--- src/verilog/ebhi_pkg.sv ---
// package: constants and types for the external bus hold interface
package ebhi_pkg;
   // =====================================
   // cycle structure
   localparam int unsigned EBHI_OSC_PER_CL = 3;
   localparam int unsigned EBHI_CL_PER_MC_SHORT = 3;
   localparam int unsigned EBHI_CL_PER_MC_LONG = 4;
   localparam int unsigned EBHI_MC_PER_INSN_MIN = 1;
   localparam int unsigned EBHI_MC_PER_INSN_MAX = 19;
   // =====================================
   // memory map
   localparam logic [15:0] EBHI_EXT_LIMIT_56K = 16'hdfff;
   localparam logic [15:0] EBHI_EXT_LIMIT_64K = 16'hffff;
   // =====================================
   // reset values and mode codes
   localparam logic [7:0] EBHI_RST_DATA = 8'h00;
   localparam logic [15:0] EBHI_RST_ADDR = 16'h0000;
   localparam logic [1:0] EBHI_MODE_NONE = 2'h0;
   localparam logic [1:0] EBHI_MODE_EXT_FULL = 2'h1;
   localparam logic [1:0] EBHI_MODE_EXT_56K = 2'h3;

   typedef enum logic [2:0] {
      EBHI_IDLE, EBHI_ADDR, EBHI_STROBE, EBHI_FINISH, EBHI_HOLD
   } ebhi_state_type;
endpackage : ebhi_pkg

--- src/verilog/ebhi_tick_if.sv ---
// interface: cycle timing strobes between timer and bus controller
`timescale 1ns/1ps
`default_nettype none
interface ebhi_tick_if;
   logic cl_tick;
   logic [2:0] cl_index;
   logic long_cycle;
   logic mc_start;
   logic mc_last;
   modport source (output cl_tick, output cl_index, output mc_start, output mc_last,
                   input long_cycle);
   modport sink (input cl_tick, input cl_index, input mc_start, input mc_last,
                 output long_cycle);
endinterface : ebhi_tick_if
`default_nettype wire

--- src/verilog/ebhi_timer.sv ---
// module: internal clock cycle and machine cycle timing
`timescale 1ns/1ps
`default_nettype none
module ebhi_timer (
   input wire logic core_clk,
   input wire logic sys_rst,
   input wire logic clk_en,
   ebhi_tick_if.source tick
);
   import ebhi_pkg::*;
   logic [1:0] osc_cnt;
   logic [1:0] next_osc_cnt;
   logic [2:0] cl_cnt;
   logic [2:0] next_cl_cnt;
   logic [2:0] cl_end;

   // =====================================
   // divider
   always_comb begin
      cl_end = tick.long_cycle ? 3'(EBHI_CL_PER_MC_LONG - 1) : 3'(EBHI_CL_PER_MC_SHORT - 1);
      next_osc_cnt = osc_cnt;
      next_cl_cnt = cl_cnt;
      if (osc_cnt == 2'(EBHI_OSC_PER_CL - 1)) begin
         next_osc_cnt = 2'h0;
         next_cl_cnt = (cl_cnt >= cl_end) ? 3'h0 : cl_cnt + 3'h1;
      end else begin
         next_osc_cnt = osc_cnt + 2'h1;
      end
   end

   always_ff @(posedge core_clk or posedge sys_rst) begin
      if (sys_rst) begin
         osc_cnt <= 2'h0;
         cl_cnt <= 3'h0;
      end else if (clk_en) begin
         osc_cnt <= next_osc_cnt;
         cl_cnt <= next_cl_cnt;
      end
   end

   assign tick.cl_tick = clk_en && (osc_cnt == 2'(EBHI_OSC_PER_CL - 1));
   assign tick.cl_index = cl_cnt;
   assign tick.mc_start = tick.cl_tick && (cl_cnt >= cl_end);
   assign tick.mc_last = cl_cnt >= cl_end;

   property p_cl_three;
      @(posedge core_clk) disable iff (sys_rst)
         (clk_en && osc_cnt == 2'h0) |-> ##1 (!clk_en || osc_cnt == 2'h1);
   endproperty
   a_cl_three: assert property (p_cl_three)
      else $error("clock cycle divider not stepping by three");
   property p_cnt_range;
      @(posedge core_clk) disable iff (sys_rst)
         (osc_cnt != 2'h3) && (cl_cnt <= 3'h3);
   endproperty
   a_cnt_range: assert property (p_cnt_range)
      else $error("cycle counters out of range");
endmodule : ebhi_timer
`default_nettype wire

--- src/verilog/ebhi_top.sv ---
// module: external bus hold interface top
`timescale 1ns/1ps
`default_nettype none
module ebhi_top (
   input wire logic core_clk,
   input wire logic sys_rst,
   input wire logic clk_en,
   input wire logic reset_n,
   input wire logic hold_req,
   output logic bus_grant_out,
   input wire logic mode_select_a_in,
   output logic mode_select_a_out,
   output logic mode_select_a_oe,
   input wire logic mode_select_b_in,
   output logic opcode_fetch_marker,
   output logic mode_select_b_oe,
   input wire logic [7:0] data_port_pins_in,
   output logic [7:0] data_port_pins_out,
   output logic [7:0] data_port_pins_oe,
   output logic [7:0] address_port_pins_out,
   output logic [7:0] address_port_pins_oe,
   output logic addr_latch_strobe,
   output logic read_strobe_n,
   output logic write_strobe_n,
   output logic strobe_oe,
   input wire logic acc_req,
   input wire logic acc_write,
   input wire logic acc_io,
   input wire logic acc_fetch,
   input wire logic [15:0] acc_addr,
   input wire logic [7:0] acc_wdata,
   output logic acc_ready,
   output logic acc_done,
   output logic acc_refused,
   output logic [7:0] acc_rdata,
   input wire logic port_dir_out,
   input wire logic [7:0] port_wdata,
   output logic [7:0] port_rdata,
   output logic [1:0] mem_mode,
   output logic [4:0] insn_mc_count
);
   import ebhi_pkg::*;

   ebhi_tick_if tick ();
   ebhi_timer u_timer (
      .core_clk(core_clk),
      .sys_rst(sys_rst),
      .clk_en(clk_en),
      .tick(tick)
   );

   // =====================================
   // state
   ebhi_state_type state, next_state;
   logic rst_int;
   logic [1:0] mode, next_mode;
   logic mode_taken, next_mode_taken;
   logic wr, next_wr, io, next_io, fetch, next_fetch;
   logic [15:0] addr, next_addr;
   logic [7:0] wdata, next_wdata;
   logic [7:0] d_out, next_d_out, d_oe, next_d_oe;
   logic [7:0] a_out, next_a_out, a_oe, next_a_oe;
   logic ale, next_ale, rd_n, next_rd_n, wr_n, next_wr_n, s_oe, next_s_oe;
   logic grant, next_grant, m_a, next_m_a, m_b, next_m_b, m_oe, next_m_oe;
   logic ready, next_ready, done, next_done, refused, next_refused;
   logic [7:0] rdata, next_rdata, prdata, next_prdata;
   logic [4:0] mc_cnt, next_mc_cnt;
   logic ext_mode, over_limit;

   assign rst_int = !reset_n;
   assign ext_mode = mode != EBHI_MODE_NONE;
   assign over_limit = (mode == EBHI_MODE_EXT_56K) && (acc_addr > EBHI_EXT_LIMIT_56K);
   assign tick.long_cycle = 1'b0;

   // =====================================
   // next values
   always_comb begin
      next_state = state;
      next_mode = mode;
      next_mode_taken = 1'b1;
      next_wr = wr;
      next_io = io;
      next_fetch = fetch;
      next_addr = addr;
      next_wdata = wdata;
      next_ale = 1'b0;
      next_rd_n = 1'b1;
      next_wr_n = 1'b1;
      next_s_oe = ext_mode;
      next_grant = grant;
      next_m_a = io;
      next_m_b = 1'b0;
      next_m_oe = mode_taken;
      next_done = 1'b0;
      next_refused = 1'b0;
      next_ready = 1'b0;
      next_rdata = rdata;
      next_prdata = data_port_pins_in;
      next_mc_cnt = mc_cnt;
      next_d_out = ext_mode ? d_out : port_wdata;
      next_d_oe = ext_mode ? d_oe : {8{port_dir_out}};
      next_a_out = a_out;
      next_a_oe = ext_mode ? 8'hff : 8'h00;
      if (!mode_taken) begin
         next_mode = {mode_select_b_in, mode_select_a_in};
      end
      case (state)
         EBHI_IDLE: begin
            next_ready = ext_mode && !hold_req;
            next_d_oe = ext_mode ? 8'h00 : {8{port_dir_out}};
            if (hold_req && tick.mc_start) begin
               next_state = EBHI_HOLD;
               next_grant = 1'b1;
            end else if (acc_req && ready) begin
               if (over_limit) begin
                  next_refused = 1'b1;
               end else begin
                  next_state = EBHI_ADDR;
                  next_wr = acc_write;
                  next_io = acc_io;
                  next_fetch = acc_fetch;
                  next_addr = acc_addr;
                  next_wdata = acc_wdata;
                  next_mc_cnt = acc_fetch ? 5'h1 : ((mc_cnt == 5'(EBHI_MC_PER_INSN_MAX))
                                ? mc_cnt : mc_cnt + 5'h1);
               end
            end
         end
         EBHI_ADDR: begin
            next_d_out = addr[7:0];
            next_d_oe = 8'hff;
            next_a_out = addr[15:8];
            next_ale = 1'b1;
            next_m_a = io;
            next_m_b = fetch;
            if (tick.cl_tick) begin
               next_state = EBHI_STROBE;
            end
         end
         EBHI_STROBE: begin
            next_m_b = fetch;
            if (wr) begin
               next_d_out = wdata;
               next_d_oe = 8'hff;
               next_wr_n = 1'b0;
            end else begin
               next_d_oe = 8'h00;
               next_rd_n = 1'b0;
               next_rdata = data_port_pins_in;
            end
            if (tick.cl_tick && tick.cl_index == 3'h2) begin
               next_state = EBHI_FINISH;
            end
         end
         EBHI_FINISH: begin
            next_d_oe = 8'h00;
            if (tick.mc_start) begin
               next_state = EBHI_IDLE;
               next_done = 1'b1;
            end
         end
         EBHI_HOLD: begin
            next_s_oe = 1'b0;
            next_d_oe = 8'h00;
            next_a_oe = 8'h00;
            if (!hold_req) begin
               next_state = EBHI_IDLE;
               next_grant = 1'b0;
            end
         end
         default: begin
            next_state = EBHI_IDLE;
         end
      endcase
      if (rst_int) begin
         next_state = EBHI_IDLE;
         next_mode_taken = 1'b0;
         next_d_oe = 8'h00;
         next_a_oe = 8'h00;
         next_ale = 1'b0;
         next_rd_n = 1'b1;
         next_wr_n = 1'b1;
         next_grant = 1'b0;
         next_m_oe = 1'b0;
         next_ready = 1'b0;
         next_done = 1'b0;
         next_refused = 1'b0;
      end
   end

   // =====================================
   // registers
   always_ff @(posedge core_clk or posedge sys_rst) begin
      if (sys_rst) begin
         state <= EBHI_IDLE;
         mode <= EBHI_MODE_NONE;
         mode_taken <= 1'b0;
         wr <= 1'b0;
         io <= 1'b0;
         fetch <= 1'b0;
         addr <= EBHI_RST_ADDR;
         wdata <= EBHI_RST_DATA;
         d_out <= EBHI_RST_DATA;
         d_oe <= 8'h00;
         a_out <= 8'h00;
         a_oe <= 8'h00;
         ale <= 1'b0;
         rd_n <= 1'b1;
         wr_n <= 1'b1;
         s_oe <= 1'b0;
         grant <= 1'b0;
         m_a <= 1'b0;
         m_b <= 1'b0;
         m_oe <= 1'b0;
         ready <= 1'b0;
         done <= 1'b0;
         refused <= 1'b0;
         rdata <= EBHI_RST_DATA;
         prdata <= EBHI_RST_DATA;
         mc_cnt <= 5'h0;
      end else if (clk_en) begin
         state <= next_state;
         mode <= next_mode;
         mode_taken <= next_mode_taken;
         wr <= next_wr;
         io <= next_io;
         fetch <= next_fetch;
         addr <= next_addr;
         wdata <= next_wdata;
         d_out <= next_d_out;
         d_oe <= next_d_oe;
         a_out <= next_a_out;
         a_oe <= next_a_oe;
         ale <= next_ale;
         rd_n <= next_rd_n;
         wr_n <= next_wr_n;
         s_oe <= next_s_oe;
         grant <= next_grant;
         m_a <= next_m_a;
         m_b <= next_m_b;
         m_oe <= next_m_oe;
         ready <= next_ready;
         done <= next_done;
         refused <= next_refused;
         rdata <= next_rdata;
         prdata <= next_prdata;
         mc_cnt <= next_mc_cnt;
      end
   end

   // =====================================
   // outputs
   assign bus_grant_out = grant;
   assign mode_select_a_out = m_a;
   assign mode_select_a_oe = m_oe;
   assign opcode_fetch_marker = m_b;
   assign mode_select_b_oe = m_oe;
   assign data_port_pins_out = d_out;
   assign data_port_pins_oe = d_oe;
   assign address_port_pins_out = a_out;
   assign address_port_pins_oe = a_oe;
   assign addr_latch_strobe = ale;
   assign read_strobe_n = rd_n;
   assign write_strobe_n = wr_n;
   assign strobe_oe = s_oe;
   assign acc_ready = ready;
   assign acc_done = done;
   assign acc_refused = refused;
   assign acc_rdata = rdata;
   assign port_rdata = prdata;
   assign mem_mode = mode;
   assign insn_mc_count = mc_cnt;

   // =====================================
   // checks
   property p_hold_stays;
      @(posedge core_clk) disable iff (sys_rst || rst_int)
         (state == EBHI_HOLD && hold_req) |=> (state == EBHI_HOLD);
   endproperty
   a_hold_stays: assert property (p_hold_stays) else $error("left hold with request high");
   property p_grant_drop;
      @(posedge core_clk) disable iff (sys_rst || rst_int)
         (state == EBHI_HOLD && !hold_req && clk_en) |=> !bus_grant_out;
   endproperty
   a_grant_drop: assert property (p_grant_drop) else $error("grant not released");
   property p_rd_no_drive;
      @(posedge core_clk) disable iff (sys_rst)
         !read_strobe_n |-> (data_port_pins_oe == 8'h00);
   endproperty
   a_rd_no_drive: assert property (p_rd_no_drive) else $error("driving during read");
   property p_rd_reset;
      @(posedge core_clk) disable iff (sys_rst) $past(rst_int && clk_en) |-> read_strobe_n;
   endproperty
   a_rd_reset: assert property (p_rd_reset) else $error("read strobe low in reset");
   property p_wr_data;
      @(posedge core_clk) disable iff (sys_rst)
         !write_strobe_n |-> (data_port_pins_oe == 8'hff && data_port_pins_out == wdata
            && read_strobe_n);
   endproperty
   a_wr_data: assert property (p_wr_data) else $error("write without data");
   property p_ale_addr;
      @(posedge core_clk) disable iff (sys_rst)
         addr_latch_strobe |-> (data_port_pins_oe == 8'hff && data_port_pins_out == addr[7:0]);
   endproperty
   a_ale_addr: assert property (p_ale_addr) else $error("latch strobe without address");
   property p_hold_float;
      @(posedge core_clk) disable iff (sys_rst)
         (bus_grant_out && $past(bus_grant_out)) |-> (!strobe_oe && data_port_pins_oe == 8'h00);
   endproperty
   a_hold_float: assert property (p_hold_float) else $error("bus driven while granted");
   property p_dir_byte;
      @(posedge core_clk) disable iff (sys_rst)
         (data_port_pins_oe == 8'h00) || (data_port_pins_oe == 8'hff);
   endproperty
   a_dir_byte: assert property (p_dir_byte) else $error("data port split direction");
   property p_mc_max;
      @(posedge core_clk) disable iff (sys_rst) insn_mc_count <= 5'(EBHI_MC_PER_INSN_MAX);
   endproperty
   a_mc_max: assert property (p_mc_max) else $error("instruction too long");
endmodule : ebhi_top
`default_nettype wire

--- config.mk ---
export PLATFORM = sky130hd
export DESIGN_NAME = ebhi_top
export DESIGN_NICKNAME = d
export VERILOG_FILES = /design/src/verilog/ebhi_pkg.sv /design/src/verilog/ebhi_tick_if.sv /design/src/verilog/ebhi_timer.sv /design/src/verilog/ebhi_top.sv
export SDC_FILE = /design/constraint.sdc
export NUM_CORES = 1
export LEC_CHECK = 0
export ABC_AREA = 1
export BUFFER_PORTS_ARGS = -buffer_cell sky130_fd_sc_hd__clkbuf_2
export CAP_MARGIN = 20
export CORE_MARGIN = 3
export CORE_UTILIZATION = 40
export CTS_BUF_LIST = sky130_fd_sc_hd__clkbuf_16
export CTS_CLUSTER_SIZE = 10
export DETAILED_ROUTE_END_ITERATION = 16
export RECOVER_POWER = 100
export SYNTH_ARGS = -nofsm -noshare
export SYNTH_HDL_FRONTEND = slang
export SYNTH_SLANG_ARGS = --single-unit
--- constraint.sdc ---
create_clock -name core_clk -period 4.1 [get_ports core_clk]
set_input_delay 1.025 -clock core_clk [delete_from_list [all_inputs] [get_ports core_clk]]
set_output_delay 1.025 -clock core_clk [all_outputs]
set_load 0.01 [all_outputs]
After elaboration in Yosys (flattened, before gate mapping)
Cells that the tools add are included.

$lt $le $gt $ge: 2. Bitwise operators: 4. Muxes and demuxes: 50. Multipliers: 0. Divide/modulo/power cells: 0. Eq/ne operators: 18. Shift operators: 0. $add $sub $neg: 3. Reductions and logical operators: 21.

Operator list (number): $mux 8 (9); $pmux 8 s4 (1); $mux 3 (9); $mux 1 (25); $gt 16x16->1 const B (1); $pmux 8 s2 (1); $ne 3x3->1 const B (5); $pmux 3 s5 (1); $mux 5 (2); $eq 3x2->1 const B (3); $ne 4x4->1 const B (2); $reduce_and 2->1 (4); $logic_and 1x1->1 (7); $reduce_and 7->1 (1); $ne 6x3->1 const B (1); $reduce_and 6->1 (1); $add 5x1->5 const B (1); $eq 5x5->1 const B (1); $reduce_and 5->1 (1); $eq 2x2->1 const B (2); $not 1->1 (4); $reduce_and 4->1 (1); $reduce_or 2->1 (2); $add 3x1->3 const B (1); 12 further kinds (12).

RAM bits: 0. Bits in latches: 0. Memories: 0. Bits of input ports: 52. ROM bits: 0. Output and inout bits: 67. Register bits after elaboration: 102.

Depth between registers and ports, before layout
Depth in word-level cells: 7. Depth in mapped cells: 11. Gate-level depth less buffers: 11.

Modules after synthesis
From an unflattened synthesis, not the netlist that was laid out.

Cell total of the unflattened synthesis: 510. Area, all modules: 4212.8 sq um.

Modules (own cells, without submodules): ebhi_top (cells an instance 472, area an instance 3921.3 sq um, instances 1); ebhi_timer (cells an instance 38, area an instance 291.5 sq um, instances 1).

Worst setup path before layout
Ideal clock, no wire load.

Kind: input-to-reg. Start: input clk_en. End: register addr[0]. Setup time: 0.116 ns. Path slack: 2.035 ns. Arrival time: 1.949 ns. Stages on the path: 10. Data required time: 3.984 ns. Cells stage by stage: buf_4 -> nand2_4 -> nor2_8 -> nand3_2 -> nand2_2 -> nor2_4 -> buf_6 -> buf_12 -> nand2_2 -> nand2_1.

Cells in the longest elaborated chain, start to end: 5.

Ends and longest elaborated chain: from (decl) (RTL line ebhi_top.sv:7) `input wire logic clk_en,`; $logic_and 1x1->1 (RTL line ebhi_timer.sv:41) `assign tick.cl_tick = clk_en && (osc_cnt == 2'(EBHI_OSC_PER_CL - 1));`; $logic_and 1x1->1 (RTL line ebhi_timer.sv:43) `assign tick.mc_start = tick.cl_tick && (cl_cnt >= cl_end);`; $logic_and 1x1->1 (RTL line ebhi_top.sv:111) `if (hold_req && tick.mc_start) begin`; $not 1->1 (no source line); $reduce_and 5->1 (no source line) (*); to (signal assigned) (RTL line ebhi_top.sv:228) `addr <= next_addr;`; to (decl) (RTL line ebhi_top.sv:59) `logic [15:0] addr, next_addr;`.

Every way passes the cells marked *; elsewhere a longest branch is shown, timed or not. A chain may end at the register's enable or synchronous reset.

Final worst setup path
Start: input clk_en. End: register wdata[4].

Cells in the longest elaborated chain, start to end: 5.

Ends and longest elaborated chain: $logic_and 1x1->1 (RTL line ebhi_timer.sv:41); $logic_and 1x1->1 (RTL line ebhi_timer.sv:43); $logic_and 1x1->1 (RTL line ebhi_top.sv:111); $not 1->1 (no source line); $reduce_and 5->1 (no source line) (*); to (signal assigned) (RTL line ebhi_top.sv:229) `wdata <= next_wdata;`; to (decl) (RTL line ebhi_top.sv:60) `logic [7:0] wdata, next_wdata;`.

Marks and branches as above.

==> impl_metrics.tcl <==
set metrics [dict create \
    p_total_mw 3.00 \
    grt_pass1_vias 3228 \
    die_h_um 107 \
    endpoint_kind "register" \
    grt_max_degree 35 \
    drt-vias-per-instance 4.79 \
    violations "capacitance limit" \
    power_leakage_nw 2.47 \
    die_w_um 107 \
    dr.pass1.iters 4 \
    synth_area_um2 4100 \
    fin_crit_sh_pct 79.5 \
    cts_tree "yes" \
    rows 36 \
    worstPathCellList "clkbuf_1 > buf_4 > nand2_1 > nor2_4 > inv_1 > nand2_1 > nand2_1" \
    worstSetupPathType "input pin to register" \
    max_freq_mhz 307 \
    hp-class "register to register" \
    synth.distinct_cells 31 \
    cts_resized 0 \
    area_growth_pct 17.8 \
    dieArea_um2 11500 \
    whs_path_depth 2 \
    regToRegSetupSlack_ns 1.55 \
    grt_pass1_wl_mm 15.5 \
    wl_per_cell_um 13.4 \
    drtIter0Drc 162 \
    cp.required_ns 4.33 \
    max_slew.worst_pin.slew_ns 1.48 \
    outcome "complete, but fails checks" \
    yosys-top-cells-area "dfrtp_1, nand2_1, o21ai_0, buf_4, inv_1" \
    h-tree-depth 3 \
    netlist.top_cell.by_area "dfrtp_1" \
    async_flop_share_pct 100 \
    ant_nets 0 \
    rsz0062_at_grt "no" \
    dpl.hpwl_mm 6.98 \
    synth_top_area_share_pct 52.5 \
    slew_headroom_pct 0.786 \
    n_antenna_cell 0 \
    worst_setup_path_start_kind "input pin" \
    numCtsBuffers 9 \
    min_period_ns 3.26 \
    ios 119 \
    p_per_area_nw_per_um2 622 \
    worstHoldStart "addr[12]$_DFFE_PP0P_" \
    synth-warning-count 0 \
    synth-edff-count 0 \
    mostFrequentLayoutCell "nand2_1" \
    irDropWorstVdd_v 0.000241 \
    finalHoldViolations 0 \
    grt_overflow 0 \
    layout_common_cells "nand2_1, dfrtp_1, clkbuf_1" \
    layout-drive-gt1-share_pct 17.7 \
    cts_hold_buf 0 \
    syn_inst 476 \
    ys_seq_area_share_pct 53.8 \
    reg2reg_depth 8 \
    cts-root-buf "clkbuf_16" \
    cp-startpoint "clk_en" \
    final_max_slew_viol_count 0 \
    antenna_found_initial 0 \
    r2r_end "wdata[4]$_DFFE_PP0P_" \
    track_usage_pct 17.2 \
    cts_sinks 88 \
    cap_violations 1 \
    ys_seq_elements 88 \
    clockBufferDepth 2 \
    synth_flop_cell "dfrtp_1" \
    r2r-start "u_timer.osc_cnt[1]$_DFFE_PP0P_" \
    synth_nets 531 \
    avgSynthCellArea_um2 8.61 \
    worstHoldEndpoint "addr[12]$_DFFE_PP0P_" \
    wl_mm 9.60 \
    crit_slowest_cell "nor2_4" \
    fin_ws_ns 0.840 \
    port_buffers 118 \
    core_um2 9860 \
    start_util_pct 41.6 \
    finalClockSkew_ns 0.00799 \
    cpPeakStageDelay_ns 0.61 \
    route.detailed.drc 0 \
    insertion_delay_ns 0.34 \
    setup_viol 0 \
    final_net_count 636 \
    pre_cts_ws_ns 0.938 \
    routabilityCongestion 0.833 \
    postCtsSetupBuffers 0 \
    crit_arrival_ns 3.49 \
    path_clk_slew_ns 0.06 \
    vias 3446 \
    final.setup.tns_ns 0 \
    critPathMostFrequentCell "nand2_1" \
    worstPathMaxFanout 30 \
]
[where the power goes]
| part | switching (mW) | internal (mW) |
|---|---|---|
| Clock | 0.347 | 0.410 |
| Combinational | 0.571 | 0.321 |
| Sequential | 0.194 | 1.16 |
[layer usage]
layer	vias to the layer above	routed length, µm	GRT usage (%)
met1	1591	4460	24.0
li1	1698	-	-
met4	0	180	6.48
met3	17	837	4.76
met2	140	4120	25.4
met5	-	0	0
[stage by stage]
stage	cells	utilization [%]	instance area, µm²	hold slack (ns)
after floorplan	476	-	4100	0.438
after global placement	703	47.5	4690	0.453
after detailed placement	703	47.5	4690	0.460
after CTS	719	50.3	4960	0.476
after global routing	719	48.9	4830	0.492
final	719	48.9	4830	0.470
[state kept, by name, summed over array words and instances (netlist names), 2 cells and up]
register and count:
address_port_pins_out 8, state 3, insn_mc_count 5, wdata 8
acc_rdata 8, mem_mode 2, addr 16, port_rdata 8
data_port_pins_out 8, u_timer.osc_cnt 2, u_timer.tick.cl_index 3
[Yosys cell counts (all sizes together), types with 4 or more instances]
| library cell | count |
|---|---|
| nand4 | 7 |
| dfrtp | 86 |
| nor2 | 33 |
| nand2 | 195 |
| inv | 34 |
| nand3 | 24 |
| or2 | 4 |
| buf | 24 |
| mux2 | 10 |
| o21ai | 32 |
| a21oi | 10 |
| clkbuf | 4 |
[critical path, delay by kind of cell]
kind / cells / cell delay [ns]
buffers and inverters: 3 / 1.45
AND/OR/NAND/NOR: 4 / 0.99
[area by class of cell]
type                    instances  area (µm²)
multi-input cells             326        1530
fillers                      1023        5040
well taps                     133         166
clock buffers                   9         225
inverters                      34         129
flip-flops and latches         88        2200
clock inverters                 7        46.3
repair buffers                122         528
[kinds of logic (layout without fill, tap and decap cells)]
family	after synthesis	in the layout	synth area share, %
flip-flops	88	88	53.8
multiplexers	10	10	2.75
AND/OR/NAND/NOR	264	264	28.0
AO/OA/AOI/OAI	47	47	6.17
buffers and inverters	62	172	8.00
XOR/XNOR	2	2	0.427
adder cells (fa/ha/maj)	3	3	0.916
[how the worst max path moves through the flow]
| stage | to | slack (ns) | cells after the start |
|---|---|---|---|
| 6_report | wdata[4]$_DFFE_PP0P_ | 0.84 | 7 |
| 5_1_grt | addr[6]$_DFFE_PP0P_ | 0.57 | 7 |
| 4_1_cts | wdata[4]$_DFFE_PP0P_ | 1.30 | 7 |
| 3_5_place_dp | wdata[4]$_DFFE_PP0P_ | 0.94 | 7 |
| 3_3_place_gp | io$_DFFE_PP0P_ | 1.01 | 7 |
| 2_1_floorplan | acc_done$_DFFE_PP0P_ | 0.80 | 1 |
Power figures use the tool's default switching activity.
